<file path="config.mk">
export PLATFORM = sky130hd
export DESIGN_NAME = rss_readout_regs
export DESIGN_NICKNAME = d
export VERILOG_FILES = /design/src/hdl/rss_pkg.sv /design/src/hdl/rss_readout_regs.sv
export VERILOG_INCLUDE_DIRS = /design/src /design/src/hdl
export SDC_FILE = /design/constraint.sdc
export NUM_CORES = 1
export LEC_CHECK = 0
export ABC_AREA = 1
export BUFFER_PORTS_ARGS = -buffer_cell sky130_fd_sc_hd__buf_4
export CORE_ASPECT_RATIO = 1.75
export CORE_MARGIN = 2
export CORE_UTILIZATION = 40
export CTS_BUF_LIST = sky130_fd_sc_hd__clkbuf_4
export DETAILED_ROUTE_END_ITERATION = 8
export PLACE_DENSITY_LB_ADDON = 0.3
export SETUP_SLACK_MARGIN = 0.1
export SLEW_MARGIN = 20
export SYNTH_ARGS = -nofsm -noshare
export SYNTH_HDL_FRONTEND = slang
export SYNTH_SLANG_ARGS = --single-unit
export TNS_END_PERCENT = 50
</file>
<file path="constraint.sdc">
create_clock -name i_core_clk -period 2.5 [get_ports i_core_clk]
set_clock_uncertainty 0.2 [all_clocks]
set_input_delay 0.25 -clock i_core_clk [delete_from_list [all_inputs] [get_ports i_core_clk]]
set_output_delay 0.25 -clock i_core_clk [all_outputs]
set_load 0.02 [all_outputs]
</file>
<file path="src/hdl/rss_readout_regs.svh">
`ifndef RSS_READOUT_REGS_SVH
`define RSS_READOUT_REGS_SVH

// Register offsets
`define RSS_ADDR_STATUS_LOW 8'h60
`define RSS_ADDR_STATUS_HIGH 8'h94
`define RSS_ADDR_CH0_LOW 8'h95
`define RSS_ADDR_CH0_HIGH 8'h96
`define RSS_ADDR_CH1_LOW 8'h97
`define RSS_ADDR_CH1_HIGH 8'h98
`define RSS_ADDR_CH2_LOW 8'h99
`define RSS_ADDR_CH2_HIGH 8'h9A
`define RSS_ADDR_SAT_FLAGS 8'hA3
`define RSS_ADDR_THR_FLAGS 8'hA4
`define RSS_ADDR_SYS_FLAGS 8'hA6
`define RSS_ADDR_COND_FLAGS 8'hA7

// Bank windows
`define RSS_LOW_BANK_FIRST 8'h60
`define RSS_LOW_BANK_LAST 8'h74
`define RSS_HIGH_BANK_FIRST 8'h80

// Field positions
`define RSS_BIT_ANALOG_SAT 3
`define RSS_BIT_ABOVE_HIGH 5
`define RSS_BIT_BELOW_LOW 4
`define RSS_BIT_MUX_DONE 2
`define RSS_BIT_QUEUE_OVERRUN 7
`define RSS_BIT_OVERHEAT 5
`define RSS_BIT_TRIGGER_ERR 2
`define RSS_BIT_SLEEP_ACTIVE 1
`define RSS_BIT_INIT_BUSY 0
`define RSS_BIT_LATCHED_SAT 7
`define RSS_GAIN_MSB 3
`define RSS_GAIN_LSB 0

// Reset values
`define RSS_BYTE_RESET 8'h00

// Timing
`define RSS_CLK_MHZ 100
`define RSS_INIT_TIME_US 300
`define RSS_INIT_CYCLES (`RSS_INIT_TIME_US * `RSS_CLK_MHZ)
`define RSS_INIT_CNT_W 16

// Result bytes shown at the upper alias
`define RSS_SHOWN_BYTES 6

`endif

</file>
<file path="src/hdl/rss_pkg.sv">
package rss_pkg;

  typedef enum logic [1:0] {
    RSS_INIT = 2'b00,
    RSS_RUN = 2'b01
  } rss_state_e;

  typedef logic [7:0] rss_byte_t;

  typedef struct packed {
    logic analog_sat;
    logic digital_sat;
    logic above_high;
    logic below_low;
    logic mux_done;
    logic queue_overrun;
    logic queue_read;
    logic overheat;
    logic trigger_err;
    logic sleep_enter;
    logic flags_clear;
  } rss_evt_s;

  typedef struct packed {
    logic [5:0][15:0] chan;
  } rss_result_s;

endpackage : rss_pkg

</file>
<file path="src/hdl/rss_readout_regs.sv">
// What this block does
// RULE1: Analog saturation event sets bit 3 of the 0xA3 flags.
// RULE2: High-threshold spectral interrupt sets bit 5 of 0xA4.
// RULE3: Low-threshold spectral interrupt sets bit 4 of 0xA4.
// RULE4: Finished sensor mux command sets bit 2 of 0xA6.
// RULE5: Queue overflow sets bit 7 of 0xA7; a queue read clears it.
// RULE6: Overheat sets bit 5 of 0xA7; only writing one clears it.
// RULE7: Wait interval too short for integration sets bit 2 of 0xA7.
// RULE8: Bit 1 of 0xA7 holds while asleep on interrupt; host clear wakes.
// RULE9: Bit 0 of 0xA7 reads one for about 300 us after power-on.
// RULE10: Host leaves the device alone until initialization bit reads zero.
// RULE11: Readout status byte reads identically at 0x60 and 0x94.
// RULE12: Reading readout status latches all 12 result bytes together.
// RULE13: Host reads result bytes right after status for coherent data.
// RULE14: Each channel result is 16 bits, low byte at lower address.
// RULE15: Readout status and result bytes ignore host writes.
// RULE16: Host picks upper alias in start modes, lower in duration mode.
// RULE17: Status bit 7 shows analog or digital saturation of the snapshot.
// RULE18: Status bits 3:0 give the gain used for the snapshot.
// RULE19: Channels 0,1,2 sit at 0x95/96, 0x97/98, 0x99/9A.
// RULE20: All flags but bit 0 of 0xA7, status bit 7 and all result bytes read zero after reset.
// RULE21: 0x60-0x74 reachable only with bank select one, 0x80 up with zero.
// RULE22: Reserved bits read zero and writes to them are ignored.
`include "rss_readout_regs.svh"

module rss_readout_regs
  import rss_pkg::*;
#(
  parameter int unsigned INIT_CYCLES = `RSS_INIT_CYCLES
) (
  input wire logic i_core_clk,
  input wire logic i_rst,
  input wire logic i_clk_en,
  input wire logic [7:0] i_addr,
  input wire logic [7:0] i_wdata,
  input wire logic i_wr,
  input wire logic i_rd,
  output logic [7:0] o_rdata,
  input wire logic i_low_bank_select,
  input rss_evt_s i_evt,
  input wire logic [3:0] i_gain_code,
  input rss_result_s i_result,
  output logic o_status_read,
  output logic o_sleep_active,
  output logic o_init_busy
);

  // Bank routing
  wire logic in_low_win;
  wire logic in_high_win;
  wire logic routed;
  wire logic rd_ok;
  wire logic wr_ok;
  assign in_low_win = (i_addr >= `RSS_LOW_BANK_FIRST) && (i_addr <= `RSS_LOW_BANK_LAST);
  assign in_high_win = (i_addr >= `RSS_HIGH_BANK_FIRST);
  assign routed = (in_low_win & i_low_bank_select) | (in_high_win & ~i_low_bank_select); // [RULE21]
  assign rd_ok = i_rd & routed & i_clk_en;
  assign wr_ok = i_wr & routed & i_clk_en;

  // Address decode
  wire logic status_hit;
  wire logic cond_wr;
  wire logic overheat_w1c;
  wire logic sleep_w1c;
  assign status_hit = rd_ok && ((i_addr == `RSS_ADDR_STATUS_LOW) ||
                                (i_addr == `RSS_ADDR_STATUS_HIGH)); // [RULE11]
  assign cond_wr = wr_ok && (i_addr == `RSS_ADDR_COND_FLAGS); // [RULE15]
  assign overheat_w1c = cond_wr & i_wdata[`RSS_BIT_OVERHEAT]; // [RULE6]
  assign sleep_w1c = cond_wr & i_wdata[`RSS_BIT_SLEEP_ACTIVE]; // [RULE8]
  assign o_status_read = status_hit;

  // Sticky flags; a set in the clearing cycle wins
  logic analog_sat_reg;
  logic above_high_reg;
  logic below_low_reg;
  logic mux_done_reg;
  logic queue_overrun_reg;
  logic overheat_reg;
  logic trigger_err_reg;
  logic sleep_active_reg;
  logic sat_pending_reg;
  logic analog_sat_next;
  logic above_high_next;
  logic below_low_next;
  logic mux_done_next;
  logic queue_overrun_next;
  logic overheat_next;
  logic trigger_err_next;
  logic sleep_active_next;
  logic sat_pending_next;

  assign analog_sat_next = i_evt.analog_sat | (analog_sat_reg & ~i_evt.flags_clear); // [RULE1]
  assign above_high_next = i_evt.above_high | (above_high_reg & ~i_evt.flags_clear); // [RULE2]
  assign below_low_next = i_evt.below_low | (below_low_reg & ~i_evt.flags_clear); // [RULE3]
  assign mux_done_next = i_evt.mux_done | (mux_done_reg & ~i_evt.flags_clear); // [RULE4]
  assign queue_overrun_next = i_evt.queue_overrun |
                              (queue_overrun_reg & ~i_evt.queue_read); // [RULE5]
  assign overheat_next = i_evt.overheat | (overheat_reg & ~overheat_w1c); // [RULE6]
  assign trigger_err_next = i_evt.trigger_err | (trigger_err_reg & ~i_evt.flags_clear); // [RULE7]
  assign sleep_active_next = i_evt.sleep_enter | (sleep_active_reg & ~sleep_w1c); // [RULE8]
  // Saturation since the last status read; the read hands it to the snapshot
  assign sat_pending_next = i_evt.analog_sat | i_evt.digital_sat |
                            (sat_pending_reg & ~status_hit); // [RULE17]

  always_ff @(posedge i_core_clk) begin
    if (i_rst) begin
      analog_sat_reg <= 1'b0; // [RULE20]
      above_high_reg <= 1'b0;
      below_low_reg <= 1'b0;
      mux_done_reg <= 1'b0;
      queue_overrun_reg <= 1'b0;
      overheat_reg <= 1'b0;
      trigger_err_reg <= 1'b0;
      sleep_active_reg <= 1'b0;
      sat_pending_reg <= 1'b0;
    end else if (i_clk_en) begin
      analog_sat_reg <= analog_sat_next;
      above_high_reg <= above_high_next;
      below_low_reg <= below_low_next;
      mux_done_reg <= mux_done_next;
      queue_overrun_reg <= queue_overrun_next;
      overheat_reg <= overheat_next;
      trigger_err_reg <= trigger_err_next;
      sleep_active_reg <= sleep_active_next;
      sat_pending_reg <= sat_pending_next;
    end
  end

  assign o_sleep_active = sleep_active_reg;

  // Initialization timer
  localparam logic [`RSS_INIT_CNT_W-1:0] INIT_LAST = (`RSS_INIT_CNT_W)'(INIT_CYCLES - 1);
  rss_state_e state_reg;
  rss_state_e state_next;
  logic [`RSS_INIT_CNT_W-1:0] init_cnt_reg;
  logic [`RSS_INIT_CNT_W-1:0] init_cnt_next;
  wire logic init_done;
  assign init_done = (init_cnt_reg == INIT_LAST);

  always_comb begin
    state_next = state_reg;
    init_cnt_next = init_cnt_reg;
    case (state_reg)
      RSS_INIT: begin
        if (init_done) begin
          state_next = RSS_RUN; // [RULE9]
        end else begin
          init_cnt_next = init_cnt_reg + 1'b1;
        end
      end
      RSS_RUN: begin
        init_cnt_next = init_cnt_reg;
      end
      default: begin
        state_next = RSS_INIT;
        init_cnt_next = '0;
      end
    endcase
  end

  always_ff @(posedge i_core_clk) begin
    if (i_rst) begin
      state_reg <= RSS_INIT;
      init_cnt_reg <= '0;
    end else if (i_clk_en) begin
      state_reg <= state_next;
      init_cnt_reg <= init_cnt_next;
    end
  end

  wire logic init_busy;
  assign init_busy = (state_reg != RSS_RUN); // [RULE9]
  assign o_init_busy = init_busy;

  // Snapshot taken on a status read at either alias
  wire rss_byte_t status_byte;
  assign status_byte = {sat_pending_reg, 3'b000,
                        i_gain_code[`RSS_GAIN_MSB:`RSS_GAIN_LSB]}; // [RULE17] [RULE18] [RULE22]
  rss_result_s snap_reg;
  always_ff @(posedge i_core_clk) begin
    if (i_rst) begin
      snap_reg <= '0; // [RULE20]
    end else if (status_hit) begin
      snap_reg <= i_result; // [RULE12]
    end
  end

  // Result bytes; only software reads reach them, so writes are dropped
  wire rss_byte_t shown_byte [`RSS_SHOWN_BYTES];
  wire logic [`RSS_SHOWN_BYTES-1:0] byte_hit;
  genvar gi;
  generate
    for (gi = 0; gi < `RSS_SHOWN_BYTES; gi++) begin : g_byte
      assign byte_hit[gi] = (i_addr == (`RSS_ADDR_CH0_LOW + 8'(gi))); // [RULE19]
      assign shown_byte[gi] = snap_reg.chan[gi / 2][(gi % 2) * 8 +: 8]; // [RULE14]
    end
  endgenerate

  // Flag bytes with reserved bits at zero
  wire rss_byte_t sat_byte;
  wire rss_byte_t thr_byte;
  wire rss_byte_t sys_byte;
  wire rss_byte_t cond_byte;
  assign sat_byte = 8'(analog_sat_reg) << `RSS_BIT_ANALOG_SAT; // [RULE22]
  assign thr_byte = (8'(above_high_reg) << `RSS_BIT_ABOVE_HIGH) |
                    (8'(below_low_reg) << `RSS_BIT_BELOW_LOW);
  assign sys_byte = 8'(mux_done_reg) << `RSS_BIT_MUX_DONE;
  assign cond_byte = (8'(queue_overrun_reg) << `RSS_BIT_QUEUE_OVERRUN) |
                     (8'(overheat_reg) << `RSS_BIT_OVERHEAT) |
                     (8'(trigger_err_reg) << `RSS_BIT_TRIGGER_ERR) |
                     (8'(sleep_active_reg) << `RSS_BIT_SLEEP_ACTIVE) |
                     (8'(init_busy) << `RSS_BIT_INIT_BUSY);

  // Read mux; unmapped and unrouted addresses read zero
  rss_byte_t rd_value;
  always_comb begin
    rd_value = `RSS_BYTE_RESET;
    for (int k = 0; k < `RSS_SHOWN_BYTES; k++) begin
      if (byte_hit[k]) begin
        rd_value = shown_byte[k];
      end
    end
    case (i_addr)
      `RSS_ADDR_STATUS_LOW, `RSS_ADDR_STATUS_HIGH: rd_value = status_byte; // [RULE11]
      `RSS_ADDR_SAT_FLAGS: rd_value = sat_byte;
      `RSS_ADDR_THR_FLAGS: rd_value = thr_byte;
      `RSS_ADDR_SYS_FLAGS: rd_value = sys_byte;
      `RSS_ADDR_COND_FLAGS: rd_value = cond_byte;
      default: rd_value = rd_value;
    endcase
  end

  // Read data stands for one enabled cycle after the strobe only
  rss_byte_t rdata_reg;
  always_ff @(posedge i_core_clk) begin
    if (i_rst) begin
      rdata_reg <= `RSS_BYTE_RESET;
    end else if (i_clk_en) begin
      rdata_reg <= rd_ok ? rd_value : `RSS_BYTE_RESET; // [RULE21]
    end
  end
  assign o_rdata = rdata_reg;

endmodule : rss_readout_regs

</file>
==> out/results.tsv <==
metric	value	unit
critPathMaxFanout	13	
die_h	139	um
critPathRequiredTime	2.61	ns
grt_remaining_overflow	0	
start_util	40.7	%
arrival	2.26	ns
ys_warn_count	0	
grt_pass1_wl	19.6	mm
yosysTopAreaCellShare	39.6	%
dp_slack	0.296	ns
endpoint_kind	flop	
hpwlAfterDp	8.54	mm
p_leak	2.25	nW
post_cts_resize_count	0	
crit_path_start_kind	flop	
path_cells	ha_1 -> inv_1 -> nor3_1 -> nand3_1 -> nand2_2 -> inv_2 -> nand2_1 -> nand2_1 -> nor3b_1	
drc	0	
drtIter0Drc	223	
layout_setup_ws	0.348	ns
largest_reg_flops	48	
ys_seq_elements	82	
syn_area	4140	um2
syn_nets	742	
io_buffer_count	89	
totalWireLength	12.0	mm
gp_congestion	0.866	
yosys.cell_types.count	31	
layout_min_cycle_time	2.15	ns
cts_setup_buffers	0	
drtPass1Iterations	4	
crit_type	flop to flop	
seq_area_frac_synth	39.6	%
row_count	49	
clock_latency	0.44	ns
wl_per_cell	13.4	um
antenna_found_initial	1	
nFillCells	985	
drive_gt1_share	18.9	%
setup_viol	0	
yosys.area.top_type	dfxtp_1	
num_vias	4455	
cts_buffers	9	
critPathMostFrequentCell	nand2_1	
crit_family	simple AND/OR/NAND/NOR gates	
core-area	10200	um2
ant_nets	0	
io_pins	144	
max-vdd-ir-drop	0.352	mV
via_per_inst	4.97	
die_x	80.9	um
cts_tree	built	
hold_viol	0	
nNetsFinal	897	
synth_area_leaders	dfxtp_1 40%, nand2_1 16%, a21oi_1 7.6%	
fp.dieArea	11200	um2
clock-sinks	82	
critPathMaxStageDelay	0.43	ns
clockBufferDepth	2	
slowest_stage	dfxtp_1	
synthCells	608	
hold_class	primary input to flop	
syn2layout_area_growth	39.3	%
maxSlewViolCount	0	
period_share	86.1	%
grtUsageTotal	22.4	%
relSlewSlack	39.5	%
grt_pass1_vias	4225	
rsz0062_at_grt	no	
worst_pin_slew	0.907	ns
root_buffer	clkbuf_4	
outcome	finished clean	
p_per_area	440	nW/um2
syn_avg_cell_area	6.81	um2
tns	0	ns
drv_cap	0	
clock.fmax	465	MHz
cts.clk_slew.worst_paths	0.12	ns
grt_max_degree	83	
htree_levels	3	
path_buf_inv	2	
-- tightest hold or removal path: stages --
cell and delay, ns:
buf_4 0.08, a21oi_1 0.05, a21oi_1 0.11, nand2_1 0.06, a21oi_1 0.10
-- power by group --
part / switching, mW / internal [mW] / total, mW
clock network: 0.441 / 0.449 / 0.890
registers: 0.0105 / 1.32 / 1.33
logic: 0.135 / 0.183 / 0.318
-- metrics by stage --
stage	instance area (um2)	power [mW]	cells	hold slack (ns)	util, %
global placement	4860	1.58	805	0.248	47.8
CTS	5770	2.55	895	0.0330	56.7
finish	5770	2.54	896	0.0407	56.7
detailed placement	4860	1.58	805	0.252	47.8
global route	5770	2.64	896	0.0408	56.7
floorplan	4140	1.45	608	0.187	-
-- cells in the mapped netlist --
cell type  instances
nor4_2             1
nor2_4             2
nor3b_1            2
ha_1               1
a21oi_1           63
inv_1             39
nand2_2           13
a21oi_2           10
buf_2              7
inv_4              1
a21boi_0           3
a31o_2             1
nand3_4            1
nand4_1           13
xor2_1             8
o21bai_1           1
clkbuf_1          12
a211oi_1          14
nand3_1           46
nor2_1            80
clkinv_4           1
nor3_1            14
o21ai_0            2
inv_2              2
buf_6              4
dfxtp_1           82
nand2_8            1
buf_8              1
nand2_1          179
nor2_2             3
xnor2_1            1
-- what timing repair did --
action	4_1_cts	5_1_grt
hold endpoints to repair	58	0
hold buffers	74	0
endpoints found under the setup margin	0	0
-- layout make-up --
type	count	area (um2)	area share, %
multi-input cells	459	2190	38.0
flip-flops and latches	82	1640	28.5
repair buffers	168	1450	25.1
inverters	43	169	2.93
well taps	127	159	2.75
clock buffers	13	97.6	1.69
clock inverters	3	63.8	1.11
diodes	1	2.50	0.0434
-- layer usage --
metal,global-route usage (%),part of all wire [%],up-vias
met2,38.8,54,118
met5,0,0,-
met1,24.6,38,2000
met3,4.04,3.7,39
li1,-,-,2298
met4,13.6,4.5,0
-- worst paths after layout --
| kind | from | endpoint | slack [ns] | cells after the start |
|---|---|---|---|---|
| setup / recovery | init_cnt_reg[0] | init_cnt_reg[4] | 0.35 | 9 |
| hold / removal | i_gain_code[0] | o_rdata[0] | 0.04 | 5 |
| setup reg to reg | init_cnt_reg[0] | init_cnt_reg[4] | 0.35 | 9 |
| hold reg to reg | shown_byte[0] | shown_byte[0] | 0.27 | 2 |
-- layout by cell type (no fill, tap or decap), drive strengths merged --
cell         instances
a211oi              14
a21boi               3
a21oi               73
a31o                 1
buf                 94
bufinv               2
clkbuf              13
clkinv               2
dfxtp               82
diode                1
dlygate4sd3         74
ha                   1
inv                 42
nand2              193
nand3               47
nand4               13
nor2                85
nor3                14
nor3b                2
nor4                 1
o21ai                2
o21bai               1
xnor2                1
xor2                 8
-- kinds of logic after synthesis --
kind of cell | Yosys count | share of synthesized area, %
AO/OA/AOI/OAI | 94 | 13.4
XOR/XNOR | 9 | 1.90
adder cells (fa/ha/maj) | 1 | 0.302
buffers and inverters | 67 | 7.46
flip-flops | 82 | 39.6
AND/OR/NAND/NOR | 355 | 37.2
Power figures use the tool's default switching activity.
